[config.mk]
export PLATFORM = sky130hd
export DESIGN_NAME = wut_wake_timer
export DESIGN_NICKNAME = d
export VERILOG_FILES = /design/src/design/wut_pkg.sv /design/src/design/wut_pin_sync.sv /design/src/design/wut_prescaler.sv /design/src/design/wut_wake_timer.sv
export SDC_FILE = /design/constraint.sdc
export NUM_CORES = 1
export LEC_CHECK = 0
export CORE_ASPECT_RATIO = 1.1
export CORE_UTILIZATION = 48
export CTS_BUF_LIST = sky130_fd_sc_hd__clkbuf_16
export DETAILED_ROUTE_END_ITERATION = 8
export DONT_BUFFER_PORTS = 1
export SLEW_MARGIN = 20
export SYNTH_ARGS = -nofsm -noshare
export SYNTH_HDL_FRONTEND = slang
export SYNTH_SLANG_ARGS = --single-unit
[constraint.sdc]
create_clock -name clk -period 2.5 [get_ports clk]
set_input_delay 0 -clock clk [delete_from_list [all_inputs] [get_ports clk]]
set_output_delay 0 -clock clk [all_outputs]
set_load 0.01 [all_outputs]
[src/design/wut_pkg.sv]
// shared constants and types for the wake-up timer
package wut_pkg;

  // ***************************************************
  // register addresses
  // ***************************************************
  localparam logic [10:0] ADDR_CFG_A   = 11'h316;
  localparam logic [10:0] ADDR_CFG_B   = 11'h317;
  localparam logic [10:0] ADDR_CTRL    = 11'h318;
  localparam logic [10:0] ADDR_RLD_LO  = 11'h319;
  localparam logic [10:0] ADDR_RLD_HI  = 11'h31a;
  localparam logic [10:0] ADDR_INT_A   = 11'h31b;
  localparam logic [10:0] ADDR_INT_B   = 11'h31c;
  localparam logic [10:0] ADDR_STATUS  = 11'h31d;

  // ***************************************************
  // field positions
  // ***************************************************
  localparam int PRESC_LSB         = 0;
  localparam int PRESC_W           = 3;
  localparam int SLEEP_SEL_LSB     = 3;
  localparam int SLEEP_SEL_W       = 4;
  localparam int ARM_BIT           = 7;
  localparam int CTRL_FLAG_RST_BIT = 0;
  localparam int CTRL_CAL_BIT      = 1;
  localparam int CTRL_CLK_EN_BIT   = 2;
  localparam int INT_TIMEOUT_BIT   = 0;
  localparam int STAT_FLAG_BIT     = 0;
  localparam int STAT_CAL_BIT      = 1;
  localparam int STAT_SLEEP_BIT    = 2;
  localparam int STAT_CAL_BUSY_BIT = 3;

  // ***************************************************
  // reset values and codes
  // ***************************************************
  localparam logic [7:0]  REG_RESET      = 8'h00;
  localparam logic [15:0] COUNT_RESET    = 16'h0000;
  localparam logic [3:0]  SLEEP_SEL_XTAL = 4'h1;

  // ***************************************************
  // timing
  // ***************************************************
  localparam int SLOW_CLK_HZ  = 32768;
  localparam int CLK_FREQ_MHZ = 200;
  localparam int CAL_TIME_MS  = 1;
  localparam int CAL_CYCLES   = CAL_TIME_MS * CLK_FREQ_MHZ * 1000;
  localparam int CAL_CNT_W    = 18;

  // ***************************************************
  // types
  // ***************************************************
  typedef struct packed {
    logic        wr;
    logic        rd;
    logic [10:0] addr;
    logic [7:0]  data;
  } wut_regreq_t;

  typedef struct packed {
    logic [7:0]           cfgA;
    logic [7:0]           cfgB;
    logic [7:0]           ctrl;
    logic [7:0]           rldLo;
    logic [7:0]           rldHi;
    logic [7:0]           intA;
    logic [7:0]           intB;
    logic [15:0]          count;
    logic                 running;
    logic                 flag;
    logic                 irqA;
    logic                 irqB;
    logic                 sleep;
    logic                 wakeUp;
    logic                 calBusy;
    logic                 calDone;
    logic [CAL_CNT_W-1:0] calCnt;
    logic [7:0]           rdData;
    logic                 rdValid;
  } wut_state_t;

endpackage

[src/design/wut_pin_sync.sv]
// three-stage pin synchroniser with rising-edge pulse
`timescale 1ns/1ps
`default_nettype none
module wut_pin_sync #(
  parameter int WIDTH = 2
) (
  input  wire logic             clk,
  input  wire logic             rst,
  input  wire logic [WIDTH-1:0] pinIn,
  output logic      [WIDTH-1:0] riseEdge
);

  typedef struct packed {
    logic [WIDTH-1:0] s1;
    logic [WIDTH-1:0] s2;
    logic [WIDTH-1:0] s3;
    logic [WIDTH-1:0] lvl;
  } wut_sync_t;

  wut_sync_t syncReg;
  wut_sync_t syncNext;

  if (WIDTH < 1) begin : gWidthCheck
    $error("pin sync width must be at least one");
  end

  always_comb begin
    syncNext    = syncReg;
    syncNext.s1 = pinIn;
    syncNext.s2 = syncReg.s1;
    syncNext.s3 = syncReg.s2;
    // agreed level only moves when stages two and three match
    syncNext.lvl = (syncReg.s2 & syncReg.s3) | (syncReg.lvl & (syncReg.s2 | syncReg.s3));
  end

  always_ff @(posedge clk) begin
    if (rst) begin
      syncReg <= '0;
    end else begin
      syncReg <= syncNext;
    end
  end

  // first stage feeds only the second; edge needs stages two and three to agree
  for (genvar i = 0; i < WIDTH; i++) begin : gEdge
    assign riseEdge[i] = syncReg.s2[i] & syncReg.s3[i] & ~syncReg.lvl[i];
  end

endmodule
`default_nettype wire

[src/design/wut_prescaler.sv]
// programmable tick divider for the slow clock
`timescale 1ns/1ps
`default_nettype none
module wut_prescaler
  import wut_pkg::*;
(
  input  wire logic               clk,
  input  wire logic               rst,
  input  wire logic               enable,
  input  wire logic               slowEdge,
  input  wire logic [PRESC_W-1:0] divSel,
  output logic                    tick
);

  typedef struct packed {
    logic [15:0] cnt;
    logic        tick;
  } wut_presc_t;

  wut_presc_t presReg;
  wut_presc_t presNext;

  function automatic logic [15:0] divTerminal(input logic [PRESC_W-1:0] sel);
    case (sel)
      3'h0:    divTerminal = 16'h0000;
      3'h1:    divTerminal = 16'h0003;
      3'h2:    divTerminal = 16'h0007;
      3'h3:    divTerminal = 16'h000f;
      3'h4:    divTerminal = 16'h007f;
      3'h5:    divTerminal = 16'h03ff;
      3'h6:    divTerminal = 16'h1fff;
      default: divTerminal = 16'hffff;
    endcase
  endfunction

  always_comb begin
    presNext      = presReg;
    presNext.tick = 1'b0;
    if (!enable) begin
      presNext.cnt = 16'h0000;
    end else if (slowEdge) begin
      // >= so a smaller divider written mid-count cannot run past its end
      if (presReg.cnt >= divTerminal(divSel)) begin
        presNext.cnt  = 16'h0000;
        presNext.tick = 1'b1;
      end else begin
        presNext.cnt = presReg.cnt + 16'h0001;
      end
    end
  end

  always_ff @(posedge clk) begin
    if (rst) begin
      presReg <= '0;
    end else begin
      presReg <= presNext;
    end
  end

  assign tick = presReg.tick;

endmodule
`default_nettype wire

[src/design/wut_wake_timer.sv]
// wake-up timer: registers, down counter, flag, sleep exit, rc calibration
//
// Operation
// - tick source is a 32.768 kHz clock
// - config b bits 6:3 pick crystal or rc
// - 3-bit prescaler clocks a 16-bit down counter
// - prescaler codes divide 1 to 65536
// - enable loads reload, then decrements per tick
// - interrupt raised when counter reaches zero
// - either interrupt line may carry the timeout
// - armed timeout wakes device from sleep
// - rc calibrates only on 0 then 1
// - calibration ends after 1 ms, sets flag
`timescale 1ns/1ps
`default_nettype none
module wut_wake_timer
  import wut_pkg::*;
#(
  parameter int CAL_TICKS = CAL_CYCLES
) (
  input  wire logic        clk,
  input  wire logic        rst,
  input  wire wut_regreq_t regReq,
  output logic [7:0]       rdData,
  output logic             rdValid,
  input  wire logic        rcOscPin,
  input  wire logic        xtalPin,
  input  wire logic        sleepCmd,
  output logic             irqLineA,
  output logic             irqLineB,
  output logic             sleepState,
  output logic             wakeUp,
  output logic             rcCalActive
);

  // ***************************************************
  // elaboration checks
  // ***************************************************
  if (CAL_TICKS < 1 || CAL_TICKS > (2 ** CAL_CNT_W) - 1) begin : gCalCheck
    $error("calibration count does not fit its counter");
  end
  if (CAL_CNT_W < 1 || CAL_CNT_W > 31) begin : gCalWidthCheck
    $error("calibration counter width out of range");
  end
  if (SLOW_CLK_HZ != 32768) begin : gSlowCheck
    $error("slow source must run at 32.768 kHz");
  end
  // each slow level must last several clocks or the synchroniser drops edges
  if (CLK_FREQ_MHZ * 1000000 < 8 * SLOW_CLK_HZ) begin : gRateCheck
    $error("system clock too slow to sample the slow source");
  end
  if (PRESC_W != 3 || PRESC_LSB + PRESC_W > 8) begin : gCfgACheck
    $error("tick divider select does not fit its field");
  end
  if (SLEEP_SEL_LSB + SLEEP_SEL_W > ARM_BIT || ARM_BIT > 7) begin : gCfgBCheck
    $error("clock select field and arm bit collide");
  end
  if (CTRL_FLAG_RST_BIT > 7 || CTRL_CAL_BIT > 7 || CTRL_CLK_EN_BIT > 7) begin : gCtrlRange
    $error("control field outside its register");
  end
  if (CTRL_FLAG_RST_BIT == CTRL_CAL_BIT || CTRL_CAL_BIT == CTRL_CLK_EN_BIT
      || CTRL_FLAG_RST_BIT == CTRL_CLK_EN_BIT) begin : gCtrlCheck
    $error("control fields share a bit");
  end
  if (STAT_FLAG_BIT > 7 || STAT_CAL_BIT > 7 || STAT_SLEEP_BIT > 7
      || STAT_CAL_BUSY_BIT > 7) begin : gStatCheck
    $error("status field outside its register");
  end
  if (INT_TIMEOUT_BIT > 7) begin : gIntCheck
    $error("timeout enable bit outside its register");
  end
  if (ADDR_STATUS - ADDR_CFG_A != 11'h007) begin : gMapCheck
    $error("register block is not contiguous");
  end

  // ***************************************************
  // state and local signals
  // ***************************************************
  wut_state_t stateReg;
  wut_state_t stateNext;

  logic [1:0]  pinEdge;
  logic        slowEdge;
  logic        selXtal;
  logic        tick;
  logic        expiry;
  logic        calStart;
  logic [15:0] reloadVal;
  logic        clkEnable;
  logic        clearHeld;
  logic        armed;

  // ***************************************************
  // slow clock pins and source select
  // ***************************************************
  wut_pin_sync #(
    .WIDTH (2)
  ) uPinSync (
    .clk      (clk),
    .rst      (rst),
    .pinIn    ({xtalPin, rcOscPin}),
    .riseEdge (pinEdge)
  );

  // both sources run at the same nominal rate, so the counter math is unchanged
  assign selXtal  = stateReg.cfgB[SLEEP_SEL_LSB +: SLEEP_SEL_W] == SLEEP_SEL_XTAL;
  assign slowEdge = selXtal ? pinEdge[1] : pinEdge[0];

  // ***************************************************
  // prescaler
  // ***************************************************
  wut_prescaler uPrescaler (
    .clk      (clk),
    .rst      (rst),
    .enable   (stateReg.running),
    .slowEdge (slowEdge),
    .divSel   (stateReg.cfgA[PRESC_LSB +: PRESC_W]),
    .tick     (tick)
  );

  assign reloadVal = {stateReg.rldHi, stateReg.rldLo};

  // ***************************************************
  // control fields
  // ***************************************************
  assign clkEnable = stateReg.ctrl[CTRL_CLK_EN_BIT];
  assign clearHeld = stateReg.ctrl[CTRL_FLAG_RST_BIT];
  assign armed     = stateReg.cfgB[ARM_BIT];

  // ***************************************************
  // status byte
  // ***************************************************
  function automatic logic [7:0] statusByte(input wut_state_t s);
    logic [7:0] stat;
    stat                    = 8'h00;
    stat[STAT_FLAG_BIT]     = s.flag;
    stat[STAT_CAL_BIT]      = s.calDone;
    stat[STAT_SLEEP_BIT]    = s.sleep;
    stat[STAT_CAL_BUSY_BIT] = s.calBusy;
    statusByte              = stat;
  endfunction

  // ***************************************************
  // register read mux
  // ***************************************************
  function automatic logic [7:0] readMux(input logic [10:0] addr, input wut_state_t s);
    case (addr)
      ADDR_CFG_A:  readMux = s.cfgA;
      ADDR_CFG_B:  readMux = s.cfgB;
      ADDR_CTRL:   readMux = s.ctrl;
      ADDR_RLD_LO: readMux = s.rldLo;
      ADDR_RLD_HI: readMux = s.rldHi;
      ADDR_INT_A:  readMux = s.intA;
      ADDR_INT_B:  readMux = s.intB;
      ADDR_STATUS: readMux = statusByte(s);
      default:     readMux = 8'h00;
    endcase
  endfunction

  // ***************************************************
  // next-state logic
  // ***************************************************
  always_comb begin
    stateNext         = stateReg;
    stateNext.rdValid = 1'b0;
    stateNext.wakeUp  = 1'b0;
    expiry            = 1'b0;
    calStart          = 1'b0;

    // ***************************************************
    // register writes
    // ***************************************************
    // unmapped addresses are ignored
    if (regReq.wr) begin
      case (regReq.addr)
        ADDR_CFG_A:  stateNext.cfgA = regReq.data;
        ADDR_CFG_B:  stateNext.cfgB = regReq.data;
        ADDR_CTRL: begin
          stateNext.ctrl = regReq.data;
          // only a 0 to 1 step starts a run; rewriting 1 does nothing
          calStart = regReq.data[CTRL_CAL_BIT] & ~stateReg.ctrl[CTRL_CAL_BIT];
        end
        ADDR_RLD_LO: stateNext.rldLo = regReq.data;
        ADDR_RLD_HI: stateNext.rldHi = regReq.data;
        ADDR_INT_A:  stateNext.intA = regReq.data;
        ADDR_INT_B:  stateNext.intB = regReq.data;
        default: begin
        end
      endcase
    end

    // ***************************************************
    // register reads
    // ***************************************************
    // answered one cycle later
    if (regReq.rd) begin
      stateNext.rdValid = 1'b1;
      stateNext.rdData  = readMux(regReq.addr, stateReg);
    end

    // ***************************************************
    // down counter
    // ***************************************************
    // reload is taken once per enable and again after zero
    if (!clkEnable) begin
      stateNext.running = 1'b0;
    end else if (!stateReg.running) begin
      stateNext.count   = reloadVal;
      stateNext.running = 1'b1;
    end else if (tick) begin
      if (stateReg.count == 16'h0000) begin
        stateNext.count = reloadVal;
      end else begin
        stateNext.count = stateReg.count - 16'h0001;
        expiry          = stateReg.count == 16'h0001;
      end
    end

    // ***************************************************
    // timeout flag
    // ***************************************************
    // clear field wins over a coinciding expiry while it is held at 1
    if (clearHeld) begin
      stateNext.flag = 1'b0;
    end else if (expiry) begin
      stateNext.flag = 1'b1;
    end

    // ***************************************************
    // interrupt lines
    // ***************************************************
    // each line shows the flag only while its enable bit is set
    stateNext.irqA = stateNext.flag & stateReg.intA[INT_TIMEOUT_BIT];
    stateNext.irqB = stateNext.flag & stateReg.intB[INT_TIMEOUT_BIT];

    // ***************************************************
    // sleep and wake
    // ***************************************************
    // a wake in the same cycle beats a new sleep
    if (stateReg.sleep && armed && expiry) begin
      stateNext.sleep  = 1'b0;
      stateNext.wakeUp = 1'b1;
    end else if (sleepCmd) begin
      stateNext.sleep = 1'b1;
    end

    // ***************************************************
    // rc calibration
    // ***************************************************
    // restarting clears the done flag
    if (calStart) begin
      stateNext.calBusy = 1'b1;
      stateNext.calDone = 1'b0;
      stateNext.calCnt  = CAL_CNT_W'(CAL_TICKS - 1);
    end else if (stateReg.calBusy) begin
      if (stateReg.calCnt == '0) begin
        stateNext.calBusy = 1'b0;
        stateNext.calDone = 1'b1;
      end else begin
        stateNext.calCnt = stateReg.calCnt - CAL_CNT_W'(1);
      end
    end
  end

  // ***************************************************
  // state register
  // ***************************************************
  always_ff @(posedge clk) begin
    if (rst) begin
      stateReg         <= '0;
      stateReg.cfgA    <= REG_RESET;
      stateReg.cfgB    <= REG_RESET;
      stateReg.ctrl    <= REG_RESET;
      stateReg.rldLo   <= REG_RESET;
      stateReg.rldHi   <= REG_RESET;
      stateReg.intA    <= REG_RESET;
      stateReg.intB    <= REG_RESET;
      stateReg.count   <= COUNT_RESET;
      stateReg.rdData  <= REG_RESET;
    end else begin
      stateReg <= stateNext;
    end
  end

  // ***************************************************
  // outputs
  // ***************************************************
  assign rdData      = stateReg.rdData;
  assign rdValid     = stateReg.rdValid;
  assign irqLineA    = stateReg.irqA;
  assign irqLineB    = stateReg.irqB;
  assign sleepState  = stateReg.sleep;
  assign wakeUp      = stateReg.wakeUp;
  assign rcCalActive = stateReg.calBusy;

endmodule
`default_nettype wire

After elaboration in Yosys (flattened, before gate mapping) --
Cells that the tools add are included.
Storage, ports and cells: input port bits 26, logic and storage cells 111, output and inout bits 14, bits in registers 132
Operators by class: bitwise gates (word level) 17, muxes and demuxes 25, equality and inequality tests 18, $lt $le $gt $ge 1, add/subtract/negate cells 3, reduce and logical (&&, ||, !) cells 21
Operator list (count):
- $pmux W16 S7 | 1
- $mux W16 | 6
- $eq A11 B10 Y1 const B | 8
- $pmux W8 S8 | 1
- $mux W20 | 2
- $reduce_and A2 Y1 | 11
- $logic_not A18 Y1 | 1
- $mux W18 | 1
- $sub A18 B1 Y18 const B | 1
- $add A16 B1 Y16 const B | 1
- $eq A16 B1 Y1 const B | 1
- $ge A16 B16 Y1 | 1
- $logic_not A16 Y1 | 1
- $sub A16 B1 Y16 const B | 1
- $mux W1 | 13
- $eq A3 B3 Y1 const B | 3
- $and A1 B1 Y1 | 7
- $eq A3 B2 Y1 const B | 2
- $not A1 Y1 | 6
- $reduce_or A2 Y1 | 3
- $and A2 B2 Y2 | 2
- $eq A4 B1 Y1 const B | 1
- $or A2 B2 Y2 | 2
- $eq A3 B1 Y1 const B | 1
- other kinds (7) | 8

Longest topological paths before layout --
Gate-level depths: netlist (run 1).
word-level depth 8, mapped depth 9, mapped depth without buffers 7

By module --
A second synthesis (run 1) with hierarchy kept.
Unflattened totals: cell total of the unflattened synthesis 732, area, all modules 6702.7 um^2
By module, submodules not included:
- wut_wake_timer | area an instance 5313.8 um^2, seq. area each 2142.1 um^2, cells an instance 579, instances 1
- wut_prescaler | area an instance 1146.1 um^2, seq. area each 340.3 um^2, cells an instance 129, instances 1
- wut_pin_sync | area an instance 242.7 um^2, seq. area each 160.2 um^2, cells an instance 24, instances 1

Least setup slack after synthesis (run 1) --
OpenSTA, ideal clock, no wires.
kind register -> register, start point register stateReg[101] (netlist name), end point register uPrescaler.presReg[10] (netlist name), clock period less this slack 2.165 ns, setup time 0.064 ns, data arrival time 2.101 ns, stages on the path, launching flop included 10, data required time 2.436 ns, buffers on the path 2, path slack 0.335 ns, path through dfxtp_1 -> buf_2 -> nand3_1 -> ha_1 -> a21oi_1 -> nand2_1 -> a221o_1 -> a221o_1 -> buf_2 -> nor2_1
Between the ends: word-level cells in the longest chain between the ends 6, elaborated cells between the ends (all ways) 12, those cells by class order compare (1); eq/ne (6); mux (4); reduce/logical (1)
Ends and longest elaborated chain:
- start: declaration | line wut_wake_timer.sv:79 | wut_state_t stateReg;
- start signal: assignment | line wut_wake_timer.sv:281 | stateReg <= stateNext;
- $eq A3 B3 Y1, or another cell as far along | line wut_prescaler.sv:24 | case (sel)
- $pmux W16 S7 (*) | line wut_prescaler.sv:24
- $mux W16 (*) | line wut_prescaler.sv:41 | end else if (slowEdge) begin
- $mux W16 (*) | line wut_prescaler.sv:39 | if (!enable) begin
- $ge A16 B16 Y1 (*) | line wut_prescaler.sv:43 | if (presReg.cnt >= divTerminal(divSel)) begin
- $mux W16 (*) | line wut_prescaler.sv:43
- end signal: assignment | line wut_prescaler.sv:56 | presReg <= presNext;
- end: declaration | line wut_prescaler.sv:20 | wut_presc_t presReg;
Mark *: on every way between the ends. The rest lies on a longest branch, timed or not. The select of a mux whose other input is x is not followed. A chain may end at the register's enable or synchronous reset.

Final worst setup path (run 1) --
start point register stateReg[35] (netlist name), end point register stateReg[49] (netlist name)
Between the ends: word-level cells in the longest chain between the ends 4, elaborated cells between the ends (all ways) 5, those cells by class add/sub (1); mux (3); reduce/logical (1)
Ends and longest elaborated chain:
- $sub A16 B1 Y16 or $logic_not A16 Y1 (tied branches) | line wut_wake_timer.sv:214, wut_wake_timer.sv:211
- $mux W16 (*) | line wut_wake_timer.sv:211 | if (stateReg.count == 16'h0000) begin
- $mux W16 (*) | line wut_wake_timer.sv:210 | end else if (tick) begin
- $mux W16 (*) | line wut_wake_timer.sv:207 | end else if (!stateReg.running) begin
Marks and branches as above.

==> out/metrics.cfg, run 1 <==
[detailed_routing]
wl_um = 17300
dr.pass1.iters = 7
vias = 5687
viasPerCell = 5.87
avgRoutedWirePerCell_um = 17.9
drc = 0
ant_nets = 0
drt_iter0_markers = 435

[placement]
dp_hpwl_um = 11700
io_buffers = 0
pre_cts_slack_ps = -10.1
place.gp.congestion = 0.847

[final_layout]
fill_cells = 1256
drive_gt1_share_pct = 11.6
nNetsFinal = 816
utilization_pct = 56.7
area_growth_syn_to_layout_pct = 14.4

[yosys]
synthFlopType = dfxtp_1
yosysTopAreaCell = dfxtp_1
synth_cell_types = 74
async_flop_share_pct = 0
synth-seq-cells = 132
netlist.area_leader.share_pct = 40.0
yosysMostFrequentCell = dfxtp_1
synth_commonest_cells = dfxtp_1, nand2_1, nor2_1, a21oi_1, mux2i_1
syn_nets = 810
yosys-top-cells-area = dfxtp_1, nand2_1, mux2i_1
syn_area_mm2 = 0.00661
seq_area_frac_synth_pct = 40.0
synth_edf_count = 0
synth_warnings = 0
avgSynthCellArea_um2 = 8.62
post_synth_inst_count = 766

[floorplan]
rows = 44
core_mm2 = 0.0133
pin_count = 40
start_util_pct = 49.6
die_area_mm2 = 0.0142
die_x_um = 114
die_h_um = 125

[setup_path]
path_cells = inv_1, ha_1, or4b_1, or4_4, nor3_2, o21ai_1, a32o_2
startpoint_type = flip-flop
path_buf_inv = 1
cp_max_fo = 6
ff2ff_setup_slack_ps = 180
endpoint_kind = flip-flop
r2r-start = stateReg[35]$_SDFFE_PP0P_
slowest_delay_ps = 570
critPathArrivalTime_ps = 2630
required_ps = 2810
cp_slowest_cell = or4b_1
r2r_cells = 7
r2r-end = stateReg[49]$_SDFFE_PP0P_
cpLargestDelayFamily = simple AND/OR/NAND/NOR gates
crit_type = reg -> reg

[clocking]
path_clk_slew_ps = 60
clkLatencyLatePin_ps = 420
cts_num_sinks = 132
cts_buffers = 17
htree_levels = 4
cts_root_buf = clkbuf_16
cts_tree = done
cts_buffer_depth = 2

[min_path]
min_delay_path_depth = 3
min_from = regReq[20]
min_to = reloadVal[7]$_SDFFE_PP0P_
min_path_type = in -> reg

[timing]
worst_slack_ps = 181
hold_ws_ps = 23.5
fin_skew_ps = 5.85
finalHoldViolations = 0
period_share_pct = 92.8
setup_violations = 0
rsz0062_at_grt = no
worst_pin_slew_ps = 650
fmax_ghz = 0.431
fin_setup_tns_ps = 0
max_slew_margin_pct = 56.4
maxSlewViolCount = 0
period_needed_ps = 2320

[power]
p_total_w = 0.00484
p_leak_nw = 2.71
powerDensity_mw_per_mm2 = 640
peakVddDrop_v = 0.000387

[status]
status = complete, no violations

[global_route]
grt_max_degree = 103
grt_util_all_layers_pct = 25.6
antenna_found_initial = 0
first_global_vias = 5573
grt_pass1_wl_um = 28500
globalRouteOverflowTotal = 0

[job]
cap_violations = 0

==> timing repair <==
item,CTS,global route
buffers inserted,0,0
resized for setup,1,3
setup endpoints to repair,6,9
endpoints found under the hold margin,114,0
hold buffers,19,0
pin swaps,0,0
==> placed cells by master (no fill, tap or decap), drive strengths merged, types with 18 or more instances in the layout <==
cell and instances:
nand3 25, inv 23, nor3 23, nand2 95, ha 18, mux2i 33
a21oi 61, o21ai 24, nand4 19, mux2 19, dlygate4sd3 18, dfxtp 132
nor2 74
==> through the flow <==
step | area [um2] | instances
global route | 7560 | 968
finish | 7560 | 969
detailed placement | 6730 | 918
global placement | 6730 | 918
floorplan | 6610 | 766
CTS | 7550 | 968
==> report_power, final <==
part           switching [W]  total [W]  internal, W  leakage, nW
clock               0.000954    0.00261      0.00166        0.289
sequential        0.00000559    0.00212      0.00211         1.07
combinational      0.0000704   0.000116    0.0000452         1.36
total                0.00103    0.00484      0.00381         2.71
==> area by class of cell <==
| type | instances | area (um2) | share of cell area, % |
|---|---|---|---|
| clock buffer | 17 | 425 | 5.63 |
| antenna | 1 | 2.50 | 0.0331 |
| timing repair buffer | 35 | 328 | 4.34 |
| clock inverter | 14 | 186 | 2.47 |
| tap | 184 | 230 | 3.05 |
| sequential | 132 | 2650 | 35.0 |
| multi-input combinational | 564 | 3660 | 48.4 |
| inverter | 22 | 82.6 | 1.09 |
==> worst max path at each step <==
| stage | to | startpoint | cells past startpoint |
|---|---|---|---|
| after floorplan | uPrescaler.presReg[10]$_SDFFE_PP0P_ | stateReg[101]$_SDFFE_PP0P_ | 9 |
| after global placement | uPrescaler.presReg[15]$_SDFFE_PP0P_ | stateReg[101]$_SDFFE_PP0P_ | 7 |
| after detailed placement | uPrescaler.presReg[8]$_SDFFE_PP0P_ | stateReg[101]$_SDFFE_PP0P_ | 7 |
| after CTS | uPrescaler.presReg[16]$_SDFFE_PP0P_ | stateReg[101]$_SDFFE_PP0P_ | 7 |
| after global routing | stateReg[49]$_SDFFE_PP0P_ | stateReg[35]$_SDFFE_PP0P_ | 7 |
| final | stateReg[49]$_SDFFE_PP0P_ | stateReg[35]$_SDFFE_PP0P_ | 7 |
==> cells by family (layout without fill, tap and decap cells) <==
family / count (synthesis) / after routing / synth area share (%)
and+or+nand+nor: 315 / 315 / 24.7
AOI/OAI and AO/OA: 151 / 151 / 14.8
DFF: 132 / 132 / 40.0
buffers and inverters: 70 / 88 / 4.72
muxes: 54 / 54 / 8.92
xor gates and xnor gates: 26 / 26 / 3.45
adders and majority gates: 18 / 18 / 3.41
other: 0 / 1 / 0
==> per-layer routing <==
metal	share of wire, %	GRT usage, %
met1	46	33.6
met5	0	0
met2	47	41.7
met4	1.6	7.87
met3	5.2	5.82
==> flip-flops by register name, indices dropped and copies added, names as in the netlist, 4 cells and up <==
register / count
stateReg: 74
reloadVal: 16
uPrescaler.presReg: 16
rdData: 8
uPinSync.syncNext: 4
uPinSync.syncReg: 4
==> worst register-to-register path: cells and delay by family (launching register included) <==
kind	cells	cell delay, ps
compound gates	2	330
fa+ha+maj	1	220
buf+inv	1	130
flops	1	360
simple gates	3	1180
No activity file was read; power rests on OpenSTA's default activity.
==> run 2, diff against run 1 <==
--- a/config.mk
+++ b/config.mk
@@ -9,3 +9,3 @@
 export CORE_UTILIZATION = 48
-export CTS_BUF_LIST = sky130_fd_sc_hd__clkbuf_16
+export CTS_BUF_LIST = sky130_fd_sc_hd__clkbuf_4 sky130_fd_sc_hd__clkbuf_8 sky130_fd_sc_hd__clkbuf_16
 export DETAILED_ROUTE_END_ITERATION = 8
==> constraint.sdc (replaced) <==
create_clock -name clk -period 2.5 [get_ports clk]
set_input_delay 0.125 -clock clk [delete_from_list [all_inputs] [get_ports clk]]
set_output_delay 0.125 -clock clk [all_outputs]
set_load 0.01 [all_outputs]
==> run 2 against run 1 <==
Compared with the run above: non-clock buffer count fell by 4; clock skew rose by 7.1 ps; worst hold slack improved by 36 ps; design area fell by 0.66%; die area did not move; global-route usage barely moved; combinational power fell by 7%; fmax rose by 1.1%.
==> out/metrics.cfg, run 2 (synthesis results as in run 1) <==
[status]
status = complete, no violations

[setup_path]
critPathArrivalTime_ps = 2640  ; about the same
endpoint_kind = flip-flop
required_ps = 2840  ; +30 ps
cp_max_fo = 16  ; +10
path_cells = nand3_1, ha_1, a21oi_1, nand2_1, a221o_1, a221o_2, a21oi_1
cp_slowest_cell = a221o_2
crit_type = reg -> reg
slowest_delay_ps = 540  ; -30 ps
path_common_cell = a21oi_1
startpoint_type = flip-flop

[power]
sw_frac_of_total_pct = 21.2  ; -0.11 points
pwr-share-clk_pct = 53.5  ; -0.4 points
pwr-share-comb_pct = 2.3  ; about the same
p_leak_nw = 2.68  ; -1.2%
p_switching_w = 0.00101  ; -1.8%
p_total_w = 0.00478  ; -1.3%
p_seq_share_pct = 44.3  ; +0.6 points
peakVddDrop_v = 0.000418  ; +7.9%
p_int_w = 0.00377  ; -1.2%
powerDensity_mw_per_mm2 = 636  ; -0.64%

[clocking]
cts_buffer_depth = 2  ; unchanged
cts_root_buf = clkbuf_16
path_clk_slew_ps = 60  ; about the same
clkLatencyLatePin_ps = 430  ; about the same
cts_tree = done
cts_num_sinks = 132  ; unchanged
cts_buffers = 17  ; unchanged
htree_levels = 4  ; unchanged

[placement]
dp_hpwl_um = 11600  ; -0.49%
place_inst = 918  ; unchanged
place.gp.congestion = 0.859  ; +1.5%
dpl_cell_area_mm2 = 0.00673  ; unchanged
io_buffers = 0  ; unchanged
pre_cts_slack_ps = 2.12  ; +12.3 ps

[timing]
maxSlewViolCount = 0  ; unchanged
setup_violations = 0  ; unchanged
period_share_pct = 91.8  ; -0.97 points
worst_pin_slew_ps = 597  ; -52.2 ps
worst_slack_ps = 205  ; +24.1 ps
fin_setup_tns_ps = 0  ; unchanged
period_needed_ps = 2300  ; -24.1 ps
rsz0062_at_grt = no
finalHoldViolations = 0  ; unchanged
max_slew_margin_pct = 59.9  ; +3.5 points
fin_skew_ps = 13.0  ; +7.14 ps
fmax_ghz = 0.436  ; +1.1%

[global_route]
globalRouteOverflowTotal = 0  ; unchanged
grt_max_degree = 100  ; -2.9%
grt_util_all_layers_pct = 25.6  ; +0.038 points
antenna_found_initial = 0  ; unchanged
first_global_vias = 5489  ; -1.5%
grt_pass1_wl_um = 28600  ; about the same

[final_layout]
fin_area_mm2 = 0.00751  ; -0.66%
diodes = 0  ; -1
fill_cells = 1245  ; -0.88%
layout_commonest_cell = dfxtp_1
nNetsFinal = 812  ; -0.49%
final_cells = 965  ; -0.41%
largest_reg_flops = 74  ; unchanged
drive_gt1_share_pct = 11.9  ; +0.30 points
area_growth_syn_to_layout_pct = 13.7
largest_register = stateReg
layout_common_cells = dfxtp_1, nand2_1, nor2_1

[floorplan]
die_x_um = 114  ; unchanged
pin_count = 40  ; unchanged
start_util_pct = 49.6  ; unchanged
die_area_mm2 = 0.0142  ; unchanged
core_mm2 = 0.0133  ; unchanged
die_h_um = 125  ; unchanged
rows = 44  ; unchanged

[detailed_routing]
drt_iter0_markers = 409  ; -6.0%
dr.pass1.iters = 7  ; unchanged
ant_nets = 0  ; unchanged
avgRoutedWirePerCell_um = 17.9  ; +0.30%
viasPerCell = 5.83  ; -0.61%
vias = 5629  ; -1.0%
wl_um = 17300  ; -0.11%
drc = 0  ; unchanged

[min_path]
min_path_type = in -> reg

[job]
cap_violations = 0  ; unchanged

[run 2: cell count changes in the layout (fill, tap and decap cells not counted), sizes merged]
cell	previous run	this run
diode	1	0
bufinv	4	3
clkinv	5	3
clkinvlp	4	5
dlygate4sd3	18	14
clkbuf	17	20
[run 2: final cells by class]
| type | instances | area, um2 | area share (%) |
|---|---|---|---|
| tap | 184 | 230 | 3.07 |
| clock buffer | 20 | 454 | 6.05 |
| sequential | 132 | 2650 | 35.2 |
| multi-input combinational | 564 | 3650 | 48.7 |
| timing repair buffer | 31 | 288 | 3.83 |
| clock inverter | 12 | 155 | 2.07 |
| inverter | 22 | 82.6 | 1.10 |
[run 2: metal layers]
metal / wire length (um) / share of wire [%] / track usage [%] / vias to the layer above
met2: 8150 / 47 / 40.8 / 188
met1: 7670 / 44 / 34.0 / 2658
li1: - / - / - / 2762
met5: 0 / 0 / 0 / -
met4: 226 / 1.3 / 8.71 / 0
met3: 1250 / 7.2 / 6.06 / 21
[run 2: power groups by stage]
stage	sequential (W)	clock [W]	combinational, W
after floorplan	0.00216	0	0.0000694
after global placement	0.00216	0	0.0000423
after detailed placement	0.00216	0	0.0000430
after CTS	0.00212	0.00259	0.000108
after global routing	0.00211	0.00269	0.000115
final	0.00212	0.00255	0.000108
[run 2: final timing paths]
check,slack [ps],endpoint,cells after the start,startpoint
hold / removal,60,rdData[4]$_SDFFE_PP0P_,2,rst
setup reg to reg,200,uPrescaler.presReg[1]$_SDFFE_PP0P_,7,stateReg[99]$_SDFFE_PP0P_
hold reg to reg,450,uPinSync.syncNext[3]$_SDFF_PP0_,1,uPinSync.syncNext[5]$_SDFF_PP0_
setup / recovery,200,uPrescaler.presReg[1]$_SDFFE_PP0P_,7,stateReg[99]$_SDFFE_PP0P_
[run 2: worst max-delay path, delay by kind of cell (launching register included)]
family / cells / cell delay, ps
flops: 1 / 420
simple gates: 2 / 220
compound gates: 4 / 1220
fa+ha+maj: 1 / 340
[run 2: stage by stage]
step,util [%],hold slack (ps)
2_1_floorplan,-,253
3_3_place_gp,50.5,220
3_5_place_dp,50.5,222
4_1_cts,56.3,53.1
5_1_grt,56.4,63.6
6_report,56.4,59.3
[run 2: timing repair]
item                                    4_1_cts  5_1_grt
endpoints found under the hold margin        99        0
endpoints found under the setup margin        9       14
buffers inserted                              0        0
resized for setup                             1        2
hold buffers                                 15        0
==> run 3, diff against run 2 <==
Settings changed: ABC_AREA from default to 1, CORE_MARGIN from default to 5.
==> run 3 against run 2 <==
Compared with the run above: register-to-register slack improved by 120 ps; setup slack improved by 120 ps; clock skew decreased by 3.4 ps; wire length increased by 0.25%; largest power group unchanged.
==> out/metrics.cfg, run 3 <==
[global_route]
grt_max_degree = 47  ; -53%
grt_pass1_wl_um = 28400  ; -0.70%
antenna_found_initial = 0  ; unchanged
globalRouteOverflowTotal = 0  ; unchanged
grt_util_all_layers_pct = 20.8  ; -4.8 points
first_global_vias = 5431  ; -1.1%

[clocking]
clkLatencyLatePin_ps = 420  ; about the same
htree_levels = 4  ; unchanged
cts_num_sinks = 132  ; unchanged
cts_tree = done
cts_buffers = 17  ; unchanged
post_cts_resized = 0  ; -1
cts_buffer_depth = 2  ; unchanged
hold_buffers = 15  ; unchanged
cts_setup_buffers = 0  ; unchanged
path_clk_slew_ps = 60  ; about the same
cts_root_buf = clkbuf_16

[power]
p_leak_nw = 3.30  ; +23%
p_switching_w = 0.00102  ; +0.98%
pwr-share-comb_pct = 2.8  ; +0.5 points
peakVddDrop_v = 0.000443  ; +6.2%
powerDensity_mw_per_mm2 = 632  ; -0.72%
p_int_w = 0.00390  ; +3.4%
sw_frac_of_total_pct = 20.8  ; -0.39 points
p_seq_share_pct = 43.0  ; -1.3 points
p_total_w = 0.00492  ; +2.9%
pwr-share-clk_pct = 54.2  ; +0.7 points

[yosys]
synth_cell_types = 42  ; -43%
netlist.area_leader.share_pct = 38.0  ; -2.0 points
synth_warnings = 0  ; unchanged
synth_edf_count = 0  ; unchanged
post_synth_inst_count = 980  ; +28%
synthFlopType = dfxtp_1
yosysTopAreaCell = dfxtp_1
avgSynthCellArea_um2 = 7.09  ; -18%
synth-seq-cells = 132  ; unchanged
yosys-top-cells-area = dfxtp_1, nand2_1, a21oi_1
syn_area_mm2 = 0.00695  ; +5.2%
seq_area_frac_synth_pct = 38.0  ; -2.0 points
syn_nets = 1024  ; +26%
synth_commonest_cells = nand2_1, dfxtp_1, nor2_1, inv_1, a21oi_1
async_flop_share_pct = 0  ; unchanged
yosysMostFrequentCell = nand2_1

[detailed_routing]
avgRoutedWirePerCell_um = 14.7  ; -18%
drt_iter0_markers = 489  ; +20%
dr.pass1.iters = 6  ; -1
ant_nets = 0  ; unchanged
wl_um = 17300  ; +0.25%
viasPerCell = 5.18  ; -11%
vias = 6129  ; +8.9%
drc = 0  ; unchanged

[setup_path]
slowest_delay_ps = 550  ; about the same
r2r_cells = 10  ; +3
crit_type = reg -> reg
path_buf_inv = 2  ; +2
endpoint_kind = flip-flop
r2r-start = stateReg[41]$_SDFFE_PP0P_
required_ps = 2810  ; -30 ps
ff2ff_setup_slack_ps = 320  ; +120 ps
cp_slowest_cell = dlygate4sd3_1
path_cells = nor2_1, nand2_1, nor2_1, nand3_1, nand2_2, buf_4, a21oi_1, o21ai_0, a21oi_1, dlygate4sd3_1
cpLargestDelayFamily = buffers and inverters
critPathArrivalTime_ps = 2480  ; -160 ps
startpoint_type = flip-flop
r2r-end = stateReg[42]$_SDFFE_PP0P_
cp_max_fo = 26  ; +10

[min_path]
min_to = stateReg[24]$_SDFFE_PP0P_
min_from = regReq[20]
min_path_type = in -> reg
min_delay_path_depth = 3  ; +1

[final_layout]
nNetsFinal = 1023  ; +26%
fill_cells = 1411  ; +13%
regArea_mm2 = 0.00264  ; about the same
layout_commonest_cell = nand2_1
largest_reg_flops = 74  ; unchanged
area_growth_syn_to_layout_pct = 12.0
utilization_pct = 54.3  ; -2.1 points
multi_input_area_mm2 = 0.00359  ; -1.8%
drive_gt1_share_pct = 9.38  ; -2.5 points
largest_register = stateReg
diodes = 0  ; unchanged
layout_common_cells = nand2_1, dfxtp_1, nor2_1

[floorplan]
die_area_mm2 = 0.0170  ; +19%
die_h_um = 136  ; +8.9%
die_x_um = 125  ; +9.6%
rows = 46  ; +4.5%
core_mm2 = 0.0143  ; +7.6%
pin_count = 40  ; unchanged
start_util_pct = 48.5  ; -1.1 points

[placement]
dp_hpwl_um = 12600  ; +8.2%
pre_cts_slack_ps = 460  ; +458 ps
place.gp.congestion = 0.806  ; -6.2%
io_buffers = 0  ; unchanged

[timing]
worst_pin_slew_ps = 685  ; +87.9 ps
period_share_pct = 87.1  ; -4.7 points
max_slew_margin_pct = 54.2  ; -5.7 points
maxSlewViolCount = 0  ; unchanged
worst_slack_ps = 323  ; +119 ps
rsz0062_at_grt = no
fin_setup_tns_ps = 0  ; unchanged
finalHoldViolations = 0  ; unchanged
period_needed_ps = 2180  ; -119 ps
fmax_ghz = 0.459  ; +5.4%
setup_violations = 0  ; unchanged
fin_skew_ps = 9.61  ; -3.38 ps

[status]
status = complete, no violations

[job]
cap_violations = 0  ; unchanged

-- run 3: logic make-up (layout without fill, tap and decap cells) --
kind of cell	Yosys count	after routing	share of synthesized area (%)
AO/OA/AOI/OAI	207	207	15.5
XOR/XNOR	26	26	3.28
adder cells (fa/ha/maj)	18	18	3.24
buffers and inverters	163	174	10.4
flip-flops	132	132	38.0
multiplexers	1	1	0.144
AND/OR/NAND/NOR	433	433	29.5
-- run 3: how the worst max path moves through the flow --
stage,from,end,depth (start not counted)
floorplan,stateReg[101]$_SDFFE_PP0P_,uPrescaler.presReg[7]$_SDFFE_PP0P_,12
global placement,stateReg[101]$_SDFFE_PP0P_,uPrescaler.presReg[6]$_SDFFE_PP0P_,10
detailed placement,stateReg[101]$_SDFFE_PP0P_,uPrescaler.presReg[5]$_SDFFE_PP0P_,10
CTS,stateReg[41]$_SDFFE_PP0P_,stateReg[42]$_SDFFE_PP0P_,10
global route,stateReg[47]$_SDFFE_PP0P_,stateReg[42]$_SDFFE_PP0P_,10
finish,stateReg[41]$_SDFFE_PP0P_,stateReg[42]$_SDFFE_PP0P_,10
-- run 3: cell type report --
cell class | count | share of cell area [%]
Timing Repair Buffer | 22 | 2.89
Sequential cell | 132 | 34.0
Inverter | 121 | 5.90
Clock buffer | 21 | 6.09
Tap cell | 192 | 3.09
Clock inverter | 10 | 1.98
Multi-Input combinational cell | 685 | 46.1
-- run 3: stage by stage --
step	hold slack, ps	instance area [um2]	std cells
final	45.0	7780	1183
after detailed placement	201	6990	1137
after floorplan	232	6950	980
after CTS	22.9	7780	1183
after global routing	81.9	7780	1183
after global placement	199	6990	1137
-- run 3: routing by layer --
layer / up-vias / part of all wire (%) / GRT usage, %
met2: 132 / 45 / 31.8
li1: 3209 / - / -
met1: 2769 / 49 / 29.1
met5: - / 0 / 0
met4: 0 / 1.2 / 6.58
met3: 19 / 4.7 / 4.95
-- run 3: power groups by stage --
stage / clock network [W] / registers (W) / logic [W]
after detailed placement: 0 / 0.00216 / 0.0000929
after global routing: 0.00280 / 0.00212 / 0.000148
after floorplan: 0 / 0.00216 / 0.0000764
final: 0.00267 / 0.00212 / 0.000135
after CTS: 0.00271 / 0.00212 / 0.000135
after global placement: 0 / 0.00216 / 0.0000933
-- run 3: tightest hold or removal path: stages --
cell	delay (ps)
nand2_1	130
nand3_1	130
nor2_1	40
